[config.mk]
export PLATFORM = sky130hd
export DESIGN_NAME = opamp_dac_control
export DESIGN_NICKNAME = d
export VERILOG_FILES = /design/src/rtl/amp_ctrl.v /design/src/rtl/opamp_dac_control.v
export VERILOG_INCLUDE_DIRS = /design/src /design/src/rtl
export SDC_FILE = /design/constraint.sdc
export NUM_CORES = 1
export LEC_CHECK = 0
export BUFFER_PORTS_ARGS = -buffer_cell sky130_fd_sc_hd__buf_2
export CAP_MARGIN = 10
export CORE_ASPECT_RATIO = 0.9
export CORE_MARGIN = 4
export CORE_UTILIZATION = 46
export CTS_BUF_LIST = sky130_fd_sc_hd__clkbuf_2 sky130_fd_sc_hd__clkbuf_4 sky130_fd_sc_hd__clkbuf_8
export CTS_CLUSTER_DIAMETER = 80
export CTS_CLUSTER_SIZE = 12
export DETAILED_ROUTE_END_ITERATION = 8
export PLACE_DENSITY = 0.88
export SYNTH_ARGS = -nofsm -noshare
export SYNTH_HDL_FRONTEND = slang
export SYNTH_SLANG_ARGS = --single-unit
export TNS_END_PERCENT = 50
[constraint.sdc]
create_clock -name clk -period 1.9 [get_ports clk]
set_clock_uncertainty 0.2 [all_clocks]
set_input_delay 0.095 -clock clk [delete_from_list [all_inputs] [get_ports clk]]
set_output_delay 0.095 -clock clk [all_outputs]
set_load 0.005 [all_outputs]
[src/rtl/opamp_dac_map.vh]
`ifndef OPAMP_DAC_MAP_VH
`define OPAMP_DAC_MAP_VH

// Register byte offsets on the AXI4-Lite bus.
`define AMP1_CONTROL_OFS    4'h0
`define AMP2_CONTROL_OFS    4'h4
`define LADDER_CONTROL_OFS  4'h8
`define LADDER_LEVEL_OFS    4'hC

// Amplifier control fields.
`define AMP_EN_BIT          7
`define AMP_SPEED_BIT       6
`define AMP_UG_BIT          4
`define AMP_CH_HI           1
`define AMP_CH_LO           0
`define AMP_WRITE_MASK      8'hD3
`define AMP_RESET           8'h00

// Channel select codes.
`define CH_PIN              2'h0
`define CH_DAC2             2'h1
`define CH_DAC1             2'h2
`define CH_FIXED_REF        2'h3

// Ladder control fields.
`define LAD_EN_BIT          7
`define LAD_OE1_BIT         5
`define LAD_OE2_BIT         4
`define LAD_PSS_HI          3
`define LAD_PSS_LO          2
`define LAD_NSS_BIT         0
`define LAD_WRITE_MASK      8'hBD
`define LAD_RESET           8'h00
`define LEVEL_RESET         8'h00

// Positive source codes.
`define PSS_SUPPLY          2'h0
`define PSS_VREF_PIN        2'h1
`define PSS_FIXED_REF       2'h2
`define PSS_RESERVED        2'h3

// AXI responses.
`define RESP_OKAY           2'h0
`define RESP_SLVERR         2'h2

`endif

[src/rtl/amp_ctrl.v]
`timescale 1ns/1ns
`include "opamp_dac_map.vh"
module amp_ctrl (
    // Clock and reset.
    input  wire       clk,
    input  wire       rst_n,
    // Register write.
    input  wire       wr_en,
    input  wire [7:0] wr_data,
    // Register read-back.
    output wire [7:0] ctrl_value,
    // Analog controls.
    output wire       amp_enable,
    output wire       amp_speed_select,
    output wire       unity_gain_select,
    output wire [1:0] noninv_channel_select,
    output wire       out_pin_digital_oe_n,
    output wire       inv_pin_connect
);

    reg [7:0] ctrl_r;

    always @(posedge clk or negedge rst_n) begin
        if (!rst_n) begin
            ctrl_r <= `AMP_RESET;
        end else if (wr_en) begin
            ctrl_r <= wr_data & `AMP_WRITE_MASK;
        end
    end

    assign ctrl_value            = ctrl_r;
    assign amp_enable            = ctrl_r[`AMP_EN_BIT];
    assign amp_speed_select      = ctrl_r[`AMP_SPEED_BIT];
    assign unity_gain_select     = ctrl_r[`AMP_UG_BIT];
    assign noninv_channel_select = ctrl_r[`AMP_CH_HI:`AMP_CH_LO];
    // The port driver is released while the amplifier drives the pin.
    assign out_pin_digital_oe_n  = ctrl_r[`AMP_EN_BIT];
    assign inv_pin_connect       = ~ctrl_r[`AMP_UG_BIT];

endmodule

[src/rtl/opamp_dac_control.v]
// Overview of operation
// - Amp enable bit turns amp on and tri-states the output pin digital driver.
// - Speed bit 1 selects high bandwidth; 0, the reset default, low power.
// - Unity gain ties output to inverting input and frees the inverting pin.
// - Channel select: 11 fixed ref, 10 8-bit DAC, 01 5-bit DAC, 00 pin.
// - Any reset returns amp control registers to zero, disabling amps.
// - Unused amp control bits ignore writes and read as zero.
// - Ladder enable bit activates the voltage ladder; clear disables it.
// - Level code picks one of 256 taps while the ladder is enabled.
// - Positive source: 00 supply, 01 reference pin, 10 fixed ref, 11 reserved.
// - Negative source bit 1 selects reference pin, 0 selects ground.
// - Two output-enable bits each connect the ladder voltage to their pin.
// - A pin carrying ladder voltage loses digital buffers and reads zero.
// - Ladder keeps running in sleep; wake leaves its control unchanged.
// - Reset disables ladder, removes pin outputs, clears level code.
//
// The AXI4-Lite register port and the placing of the registers were left to the implementer.
`timescale 1ns/1ns
`include "opamp_dac_map.vh"
module opamp_dac_control (
    // Clock and reset.
    input  wire        clk,
    input  wire        rst_n,
    // AXI4-Lite write address channel.
    input  wire [3:0]  s_axi_awaddr,
    input  wire        s_axi_awvalid,
    output wire        s_axi_awready,
    // AXI4-Lite write data channel.
    input  wire [31:0] s_axi_wdata,
    input  wire [3:0]  s_axi_wstrb,
    input  wire        s_axi_wvalid,
    output wire        s_axi_wready,
    // AXI4-Lite write response channel.
    output wire [1:0]  s_axi_bresp,
    output wire        s_axi_bvalid,
    input  wire        s_axi_bready,
    // AXI4-Lite read address channel.
    input  wire [3:0]  s_axi_araddr,
    input  wire        s_axi_arvalid,
    output wire        s_axi_arready,
    // AXI4-Lite read data channel.
    output wire [31:0] s_axi_rdata,
    output wire [1:0]  s_axi_rresp,
    output wire        s_axi_rvalid,
    input  wire        s_axi_rready,
    // Sleep state of the device.
    input  wire        sleep,
    // Amplifier 1 analog controls.
    output wire        amp1_enable,
    output wire        amp1_speed_select,
    output wire        amp1_unity_gain_select,
    output wire [1:0]  amp1_noninv_channel_select,
    output wire        amp1_output_pin_digital_oe_n,
    output wire        amp1_inverting_pin_connect,
    // Amplifier 2 analog controls.
    output wire        amp2_enable,
    output wire        amp2_speed_select,
    output wire        amp2_unity_gain_select,
    output wire [1:0]  amp2_noninv_channel_select,
    output wire        amp2_output_pin_digital_oe_n,
    output wire        amp2_inverting_pin_connect,
    // Ladder analog controls.
    output wire        ladder_enable,
    output wire [7:0]  ladder_level_code,
    output wire [1:0]  positive_source_select,
    output wire        negative_source_select,
    output wire        vout_pin1_enable,
    output wire        vout_pin2_enable,
    // Output pin digital override.
    input  wire        ref_out_pin1_in,
    input  wire        ref_out_pin2_in,
    output wire        ref_out_pin1_read,
    output wire        ref_out_pin2_read,
    output wire        ref_out_pin1_digital_off,
    output wire        ref_out_pin2_digital_off
);

    ////////////////////////////////////////////////////////////////////////////////
    reg        aw_held_r;
    reg [3:0]  aw_addr_r;
    reg        w_held_r;
    reg [31:0] w_data_r;
    reg [3:0]  w_strb_r;
    reg        bvalid_r;
    reg [1:0]  bresp_r;
    reg        rvalid_r;
    reg [31:0] rdata_r;
    reg [1:0]  rresp_r;
    reg [7:0]  ladder_control_r;
    reg [7:0]  ladder_level_r;

    // Registered pad reads.
    reg        pin1_read_r;
    reg        pin2_read_r;

    wire       wr_fire;
    wire       wr_lane0;
    reg        wr_amp1;
    reg        wr_amp2;
    reg        wr_lad_ctl;
    reg        wr_lad_lvl;
    reg        wr_known;
    wire       rd_fire;
    wire [7:0] amp1_value;
    wire [7:0] amp2_value;
    reg  [7:0] rd_byte;
    reg        rd_known;

    // Word-aligned addresses and the data byte.
    wire [3:0] aw_word;
    wire [3:0] rd_addr;
    wire [7:0] wr_byte;

    ////////////////////////////////////////////////////////////////////////////////
    // Address and data are taken in either order and held until both are in.
    assign s_axi_awready = ~aw_held_r & ~bvalid_r;
    assign s_axi_wready  = ~w_held_r & ~bvalid_r;
    assign wr_fire       = aw_held_r & w_held_r & ~bvalid_r;
    assign wr_lane0      = wr_fire & w_strb_r[0];
    assign aw_word       = {s_axi_awaddr[3:2], 2'b00};

    ////////////////////////////////////////////////////////////////////////////////
    // Write decode on the held word address.
    always @* begin
        wr_amp1    = 1'b0;
        wr_amp2    = 1'b0;
        wr_lad_ctl = 1'b0;
        wr_lad_lvl = 1'b0;
        wr_known   = 1'b0;
        case (aw_addr_r)
            `AMP1_CONTROL_OFS: begin
                wr_amp1  = wr_lane0;
                wr_known = 1'b1;
            end
            `AMP2_CONTROL_OFS: begin
                wr_amp2  = wr_lane0;
                wr_known = 1'b1;
            end
            `LADDER_CONTROL_OFS: begin
                wr_lad_ctl = wr_lane0;
                wr_known   = 1'b1;
            end
            `LADDER_LEVEL_OFS: begin
                wr_lad_lvl = wr_lane0;
                wr_known   = 1'b1;
            end
            default: begin
                wr_known = 1'b0;
            end
        endcase
    end

    // Only byte lane 0 carries register data.
    assign wr_byte = w_data_r[7:0];

    ////////////////////////////////////////////////////////////////////////////////
    // Address channel: one word address held until the write completes.
    always @(posedge clk or negedge rst_n) begin
        if (!rst_n) begin
            aw_held_r <= 1'b0;
            aw_addr_r <= 4'h0;
        end else if (wr_fire) begin
            aw_held_r <= 1'b0;
        end else if (s_axi_awvalid && s_axi_awready) begin
            aw_held_r <= 1'b1;
            aw_addr_r <= aw_word;
        end
    end

    ////////////////////////////////////////////////////////////////////////////////
    // Data channel: held beside the address, in either order.
    always @(posedge clk or negedge rst_n) begin
        if (!rst_n) begin
            w_held_r <= 1'b0;
            w_data_r <= 32'h00000000;
            w_strb_r <= 4'h0;
        end else if (wr_fire) begin
            w_held_r <= 1'b0;
        end else if (s_axi_wvalid && s_axi_wready) begin
            w_held_r <= 1'b1;
            w_data_r <= s_axi_wdata;
            w_strb_r <= s_axi_wstrb;
        end
    end

    ////////////////////////////////////////////////////////////////////////////////
    // Response channel: raised by the write itself, dropped on bready.
    always @(posedge clk or negedge rst_n) begin
        if (!rst_n) begin
            bvalid_r <= 1'b0;
            bresp_r  <= `RESP_OKAY;
        end else if (wr_fire) begin
            bvalid_r <= 1'b1;
            bresp_r  <= wr_known ? `RESP_OKAY : `RESP_SLVERR;
        end else if (bvalid_r && s_axi_bready) begin
            bvalid_r <= 1'b0;
        end
    end

    assign s_axi_bvalid = bvalid_r;
    assign s_axi_bresp  = bresp_r;

    ////////////////////////////////////////////////////////////////////////////////
    // Two identical amplifier channels.
    amp_ctrl u_amp1 (
        .clk                   (clk),
        .rst_n                 (rst_n),
        .wr_en                 (wr_amp1),
        .wr_data               (w_data_r[7:0]),
        .ctrl_value            (amp1_value),
        .amp_enable            (amp1_enable),
        .amp_speed_select      (amp1_speed_select),
        .unity_gain_select     (amp1_unity_gain_select),
        .noninv_channel_select (amp1_noninv_channel_select),
        .out_pin_digital_oe_n  (amp1_output_pin_digital_oe_n),
        .inv_pin_connect       (amp1_inverting_pin_connect)
    );

    amp_ctrl u_amp2 (
        .clk                   (clk),
        .rst_n                 (rst_n),
        .wr_en                 (wr_amp2),
        .wr_data               (w_data_r[7:0]),
        .ctrl_value            (amp2_value),
        .amp_enable            (amp2_enable),
        .amp_speed_select      (amp2_speed_select),
        .unity_gain_select     (amp2_unity_gain_select),
        .noninv_channel_select (amp2_noninv_channel_select),
        .out_pin_digital_oe_n  (amp2_output_pin_digital_oe_n),
        .inv_pin_connect       (amp2_inverting_pin_connect)
    );

    ////////////////////////////////////////////////////////////////////////////////
    // Ladder registers. Sleep does not touch them; only reset and writes do.
    // Control bits survive sleep; only reset and writes change them.
    always @(posedge clk or negedge rst_n) begin
        if (!rst_n) begin
            ladder_control_r <= `LAD_RESET;
        end else if (wr_lad_ctl) begin
            ladder_control_r <= wr_byte & `LAD_WRITE_MASK;
        end
    end

    ////////////////////////////////////////////////////////////////////////////////
    // The level code is cleared by reset and set by writes alone.
    always @(posedge clk or negedge rst_n) begin
        if (!rst_n) begin
            ladder_level_r <= `LEVEL_RESET;
        end else if (wr_lad_lvl) begin
            ladder_level_r <= wr_byte;
        end
    end

    // The sleep input is deliberately unused: the ladder runs on through sleep.
    assign ladder_enable          = ladder_control_r[`LAD_EN_BIT] | (sleep & 1'b0);
    assign ladder_level_code      = ladder_level_r;
    assign positive_source_select = ladder_control_r[`LAD_PSS_HI:`LAD_PSS_LO];
    assign negative_source_select = ladder_control_r[`LAD_NSS_BIT];
    assign vout_pin1_enable       = ladder_control_r[`LAD_OE1_BIT];
    assign vout_pin2_enable       = ladder_control_r[`LAD_OE2_BIT];

    // A pin carrying ladder voltage has its digital buffers off and reads low.
    assign ref_out_pin1_digital_off = vout_pin1_enable;
    assign ref_out_pin2_digital_off = vout_pin2_enable;

    ////////////////////////////////////////////////////////////////////////////////
    // The pad level is registered so that the read value is a flop output.
    always @(posedge clk or negedge rst_n) begin
        if (!rst_n) begin
            pin1_read_r <= 1'b0;
            pin2_read_r <= 1'b0;
        end else begin
            pin1_read_r <= ref_out_pin1_in & ~vout_pin1_enable;
            pin2_read_r <= ref_out_pin2_in & ~vout_pin2_enable;
        end
    end

    assign ref_out_pin1_read = pin1_read_r;
    assign ref_out_pin2_read = pin2_read_r;

    ////////////////////////////////////////////////////////////////////////////////
    // Read channel: one cycle from address acceptance to data.
    assign s_axi_arready = ~rvalid_r;
    assign rd_fire       = s_axi_arvalid & ~rvalid_r;
    assign rd_addr       = {s_axi_araddr[3:2], 2'b00};

    // Read decode; unused bits read as zero since they are never stored.
    always @* begin
        rd_byte  = 8'h00;
        rd_known = 1'b0;
        case (rd_addr)
            `AMP1_CONTROL_OFS: begin
                rd_byte  = amp1_value;
                rd_known = 1'b1;
            end
            `AMP2_CONTROL_OFS: begin
                rd_byte  = amp2_value;
                rd_known = 1'b1;
            end
            `LADDER_CONTROL_OFS: begin
                rd_byte  = ladder_control_r;
                rd_known = 1'b1;
            end
            `LADDER_LEVEL_OFS: begin
                rd_byte  = ladder_level_r;
                rd_known = 1'b1;
            end
            default: begin
                rd_known = 1'b0;
            end
        endcase
    end

    // Read valid: raised by the request, dropped on rready.
    always @(posedge clk or negedge rst_n) begin
        if (!rst_n) begin
            rvalid_r <= 1'b0;
        end else if (rd_fire) begin
            rvalid_r <= 1'b1;
        end else if (rvalid_r && s_axi_rready) begin
            rvalid_r <= 1'b0;
        end
    end

    ////////////////////////////////////////////////////////////////////////////////
    // Read data and response, captured with the request.
    always @(posedge clk or negedge rst_n) begin
        if (!rst_n) begin
            rdata_r <= 32'h00000000;
            rresp_r <= `RESP_OKAY;
        end else if (rd_fire) begin
            rdata_r <= {24'h000000, rd_byte};
            rresp_r <= rd_known ? `RESP_OKAY : `RESP_SLVERR;
        end
    end

    assign s_axi_rvalid = rvalid_r;
    assign s_axi_rdata  = rdata_r;
    assign s_axi_rresp  = rresp_r;

endmodule

==> flow_metrics.env, run 1 <==
export IMPL_outcome="finished, final reports clean"
export IMPL_finish_net_count=318
export IMPL_grt_pass1_wl_um=7870
export IMPL_fin_tns_setup_ns=0
export IMPL_cp_top_family="simple AND/OR/NAND/NOR gates"
export IMPL_r2r_start="w_held_r$_DFFE_PN0P_"
export IMPL_die_h_um=75.7
export IMPL_netlist_area_mm2=0.00234
export IMPL_worstSetupStartpointType="flip-flop"
export IMPL_firstDrtPassIters=4
export IMPL_clkTransAtPathRegs_ns=0.09
export IMPL_antenna_cells=0
export IMPL_die_area_mm2=0.00630
export IMPL_drive_above_1_share=0.498
export IMPL_cts_root_buf="clkbuf_8"
export IMPL_ys_types=25
export IMPL_arrival_ns=1.79
export IMPL_num_io_pins=127
export IMPL_timing_final_crit_period_ns=1.81
export IMPL_p_leak_nw=1.55
export IMPL_slew_viol_final=0
export IMPL_synth_top_area_cell="dfrtp_1"
export IMPL_routed_via_count=1559
export IMPL_setup_viol=0
export IMPL_cp_end_kind="flip-flop"
export IMPL_grt_usage=0.161
export IMPL_synthToLayoutAreaGrowth_pct=27.3
export IMPL_max_cap_viol_count=0
export IMPL_clock_sinks=51
export IMPL_crit_fanout=5
export IMPL_ant_nets=0
export IMPL_clk_latency_ns=0.30
export IMPL_yosys_top_cells_area="dfrtp_1 55%, mux2_2 17%, buf_4 9.6%"
export IMPL_synth_common_cells="51 x dfrtp_1, 35 x mux2_2, 30 x buf_4, 7 x o21ai_0"
export IMPL_synth_edff_count=0
export IMPL_gp_congestion=0.720
export IMPL_port_buffers=68
export IMPL_cpPeakStageDelay_ns=0.51
export IMPL_yosysSeqAreaShare=0.545
export IMPL_cts_htree_levels=2
export IMPL_tritoncts="yes"
export IMPL_cp_num_buf_inv=0
export IMPL_antenna_found_initial=0
export IMPL_die_w_um=83.2
export IMPL_power_w=0.00416
export IMPL_critPathKind="reg -> reg"
export IMPL_drc=0
export IMPL_ys_async_sr_fraction=1.00
export IMPL_via_per_inst=4.72
export IMPL_period_share=0.953
export IMPL_numCtsBuffers=5
export IMPL_ir_drop_uv=968
export IMPL_synth_most_common_cell="dfrtp_1"
export IMPL_initial_core_util=0.478
export IMPL_powerDensity_mw_per_mm2=1390
export IMPL_crit_start="w_held_r$_DFFE_PN0P_"
export IMPL_regArea_mm2=0.00128
export IMPL_syn_inst=172
export IMPL_ys_ff_latch=51
export IMPL_dr_first_iter_drc_count=29
export IMPL_dp_hpwl_um=3570
export IMPL_cp_required_ns=1.88
export IMPL_grt_max_degree=28
export IMPL_max_freq_mhz=552
export IMPL_grt_overflow=0
export IMPL_multiInputGateArea_um2=890
export IMPL_min_delay_path_class="in -> reg"
export IMPL_core_area_mm2=0.00489
export IMPL_hp_start="s_axi_araddr[3]"
export IMPL_synthFlopType="dfrtp_1"
export IMPL_relSlewSlack=0.593
export IMPL_fillers=421
export IMPL_syn_avg_cell_area_um2=13.6
export IMPL_worstMarginPinSlew_ns=0.610
export IMPL_rsz0062_at_grt="false"
export IMPL_cpMaxStageDelayCell="or3_1"
export IMPL_yosysWarnings=0
export IMPL_cts_buffer_depth=2
export IMPL_rows=24
export IMPL_synth_top_cell_area_share=0.545
export IMPL_postCtsResizedCells=0
export IMPL_cp_cell_sequence="nand4b_4 -> or3_1 -> mux2_4"
export IMPL_wire_per_inst_um=14.5
export IMPL_drt_total_wl_um=4790
export IMPL_hold_viol=0
export IMPL_grt_pass1_vias=1579
-- registers in the layout, summed over array words and instances, names as in the netlist --
signal,flops
w_data_r,8
aw_addr_r,2
u_amp2.ctrl_value,5
s_axi_rdata,8
s_axi_bvalid,1
w_strb_r,1
s_axi_rresp,1
aw_held_r,1
ladder_control_r,6
w_held_r,1
s_axi_bresp,1
u_amp1.ctrl_value,5
ref_out_pin2_read,1
ref_out_pin1_read,1
s_axi_rvalid,1
ladder_level_code,8
-- report_power, final --
part	internal, W	total [W]	leakage (nW)	switching, W
clock	0.000426	0.000762	0.0612	0.000336
sequential	0.00155	0.00195	0.642	0.000392
combinational	0.000899	0.00145	0.849	0.000549
total	0.00288	0.00416	1.55	0.00128
-- worst paths after layout --
kind / to / slack, ns / cells after the start
max: u_amp1.ctrl_value[0]$_DFFE_PN0P_ / 0.09 / 3
min: s_axi_rdata[5]$_DFFE_PN0P_ / 0.03 / 3
max reg2reg: u_amp1.ctrl_value[0]$_DFFE_PN0P_ / 0.09 / 3
min reg2reg: s_axi_rdata[2]$_DFFE_PN0P_ / 0.29 / 2
max in group asynchronous: ladder_level_code[3]$_DFFE_PN0P_ / 0.80 / 3
min in group asynchronous: u_amp1.ctrl_value[7]$_DFFE_PN0P_ / 0.14 / 2
-- worst min-delay path: stages --
cell and delay [ns]:
buf_2 0.17, nand3_1 0.13, o21ai_0 0.09
-- kinds of logic after synthesis --
logic type / count (synthesis) / synth area share
other: 1 / 0.00160
buffers and inverters: 39 / 0.115
AND/OR/NAND/NOR: 23 / 0.0647
flip-flops: 51 / 0.545
multiplexers: 48 / 0.251
AO/OA/AOI/OAI: 10 / 0.0230
-- metal layers --
metal	vias to the layer above	global-route usage	part of all wire
li1	722	-	-
met1	771	0.199	0.42
met2	64	0.281	0.50
met3	2	0.0476	0.078
met4	0	0.0490	0.0035
met5	-	0	0
-- placed cells by master, fill, tap and decap left out --
| master | instances |
|---|---|
| buf_2 | 68 |
| dfrtp_1 | 51 |
| mux2_2 | 35 |
| conb_1 | 26 |
| dlygate4sd3_1 | 18 |
| buf_4 | 8 |
| o21ai_0 | 7 |
| clkbuf_8 | 6 |
| nand2_1 | 5 |
| mux2_4 | 5 |
| mux2i_1 | 5 |
| inv_1 | 4 |
| and2_1 | 4 |
| nand3_1 | 4 |
| mux4_2 | 3 |
| nor2b_1 | 2 |
| nor2_1 | 2 |
| nor3b_2 | 2 |
| nand4b_4 | 1 |
| nor2_2 | 1 |
| a21oi_1 | 1 |
| a31oi_1 | 1 |
| a21o_1 | 1 |
| nand2b_1 | 1 |
| or3_1 | 1 |
| bufinv_16 | 1 |
| clkinv_2 | 1 |
| buf_12 | 1 |
-- cell type report --
cell class / instances / area share
clock buffer: 6 / 0.0277
timing repair buffer: 95 / 0.202
sequential: 51 / 0.428
inverter: 4 / 0.00504
tap: 65 / 0.0273
clock inverter: 2 / 0.0118
multi-input combinational: 107 / 0.298
-- stage by stage --
step | util | hold slack (ns) | worst slack, ns | instances | cell area (um^2)
after floorplan | - | -0.401 | 0.216 | 197 | 2430
after global routing | 0.609 | 0.0613 | 0.0269 | 330 | 2980
final | 0.609 | 0.0343 | 0.0886 | 330 | 2980
after detailed placement | 0.548 | -0.0658 | 0.0898 | 304 | 2680
after global placement | 0.548 | -0.0724 | 0.132 | 304 | 2680
after CTS | 0.609 | 0.0373 | 0.0792 | 330 | 2980
-- repair_timing --
action                                 4_1_cts  5_1_grt
hold buffers                                18        0
endpoints found under the hold margin       43        0
setup endpoints to repair                    0        0
buffers inserted                             0        0
No activity file was read; power rests on OpenSTA's default activity.
==> run 2: changes to the inputs <==
==> constraint.sdc (replaced) <==
create_clock -name clk -period 1.9 [get_ports clk]
set_clock_uncertainty 0.2 [all_clocks]
set_input_delay 0 -clock clk [delete_from_list [all_inputs] [get_ports clk]]
set_output_delay 0 -clock clk [all_outputs]
set_load 0.005 [all_outputs]
==> flow_metrics.env, run 2 (synthesis results as in run 1) <==
export IMPL_outcome="finished, final reports clean"
export IMPL_core_area_mm2=0.00489
export IMPL_arrival_ns=1.72
export IMPL_period_share=0.912
export IMPL_setup_viol=0
export IMPL_die_area_mm2=0.00630
export IMPL_num_io_pins=127
export IMPL_clk_latency_ns=0.30
export IMPL_most_common_layout_cells="68 x buf_2, 51 x dfrtp_1, 35 x mux2_2"
export IMPL_crit_fanout=6
export IMPL_multiInputGateArea_um2=895
export IMPL_rows=24
export IMPL_clkTransAtPathRegs_ns=0.09
export IMPL_powerDensity_mw_per_mm2=1350
export IMPL_max_freq_mhz=577
export IMPL_r2r_slack_ns=0.17
export IMPL_die_h_um=75.7
export IMPL_cts_htree_levels=2
export IMPL_finish_net_count=321
export IMPL_dr_first_iter_drc_count=42
export IMPL_fillers=404
export IMPL_firstDrtPassIters=4
export IMPL_min_delay_path_class="in -> async"
export IMPL_ir_drop_uv=897
export IMPL_fin_tns_setup_ns=0
export IMPL_p_leak_nw=1.56
export IMPL_worstSetupStartpointType="flip-flop"
export IMPL_die_w_um=83.2
export IMPL_regArea_mm2=0.00128
export IMPL_clock_sinks=51
export IMPL_grt_usage=0.167
export IMPL_slew_viol_final=0
export IMPL_cts_buffer_depth=2
export IMPL_synthToLayoutAreaGrowth_pct=28.3
export IMPL_timing_final_crit_period_ns=1.73
export IMPL_worstMarginPinSlew_ns=0.598
export IMPL_final_common_cell="buf_2"
export IMPL_max_cap_viol_count=0
export IMPL_dp_hpwl_um=3530
export IMPL_tritoncts="yes"
export IMPL_numCtsBuffers=5
export IMPL_ant_nets=0
export IMPL_port_buffers=68
export IMPL_critPathKind="reg -> reg"
export IMPL_grt_pass1_wl_um=8030
export IMPL_antenna_found_initial=0
export IMPL_rsz0062_at_grt="false"
export IMPL_wire_per_inst_um=14.5
export IMPL_grt_max_degree=28
export IMPL_drive_above_1_share=0.493
export IMPL_grt_pass1_vias=1610
export IMPL_dp_slack_ns=0.0962
export IMPL_relSlewSlack=0.601
export IMPL_routed_via_count=1545
export IMPL_cp_end_kind="flip-flop"
export IMPL_antenna_cells=0
export IMPL_drc=0
export IMPL_drt_total_wl_um=4840
export IMPL_cp_required_ns=1.89
export IMPL_via_per_inst=4.64
export IMPL_initial_core_util=0.478
export IMPL_cts_root_buf="clkbuf_8"
export IMPL_hold_viol=0
export IMPL_setup_slack_ns=0.168
export IMPL_gp_congestion=0.722
export IMPL_grt_overflow=0
run 2: cell count changes in the layout (fill, tap and decap cells not counted), sizes merged:
cell and change:
dlygate4sd3 +4, clkinv -1, bufinv -1, clkbuf +2
buf -1
run 2: through the flow:
stage	power [W]	cell area [um^2]	instances	hold WS (ns)	utilization
6_report	0.00407	3000	333	0.0344	0.614
5_1_grt	0.00438	3000	333	0.0914	0.614
4_1_cts	0.00412	3000	333	0.0390	0.613
3_5_place_dp	0.00340	2680	303	-0.162	0.547
3_3_place_gp	0.00332	2680	303	-0.164	0.547
2_1_floorplan	0.00280	2430	197	-0.496	-
run 2: power by group:
part | total (W) | internal, W | switching (W)
registers | 0.00196 | 0.00155 | 0.000405
clock network | 0.000679 | 0.000347 | 0.000332
logic | 0.00143 | 0.000895 | 0.000536
run 2: layout make-up:
class / count / area share
multi-input cells: 107 / 0.298
inverters: 4 / 0.00500
repair buffers: 98 / 0.211
clock buffers: 8 / 0.0346
flip-flops and latches: 51 / 0.425
well taps: 65 / 0.0271
run 2: worst paths after layout:
path,from,end,cells after the start
setup reg to reg,aw_held_r$_DFFE_PN0P_,u_amp2.ctrl_value[4]$_DFFE_PN0P_,4
setup / recovery,aw_held_r$_DFFE_PN0P_,u_amp2.ctrl_value[4]$_DFFE_PN0P_,4
hold / removal,rst_n,s_axi_rdata[4]$_DFFE_PN0P_,2
max in group asynchronous,rst_n,s_axi_rdata[0]$_DFFE_PN0P_,3
hold reg to reg,s_axi_rdata[2]$_DFFE_PN0P_,s_axi_rdata[2]$_DFFE_PN0P_,2
min in group clk,s_axi_bready,s_axi_bvalid$_DFFE_PN0P_,3
run 2: worst max-delay path: stages (launching register included):
cell and delay [ns]:
dfrtp_1 0.48, nand4b_4 0.16, nor3b_2 0.26, buf_4 0.18, mux2_2 0.34
run 2: layer usage:
metal,vias to the layer above,part of all wire,track usage
li1,717,-,-
met1,761,0.41,0.201
met5,-,0,0
met2,62,0.50,0.283
met3,5,0.078,0.0541
met4,0,0.012,0.0708
run 2: what timing repair did:
action,CTS,global route
endpoints found under the hold margin,72,0
hold buffers,22,0
resized for setup,0,1
setup endpoints to repair,0,5
buffers inserted,0,0
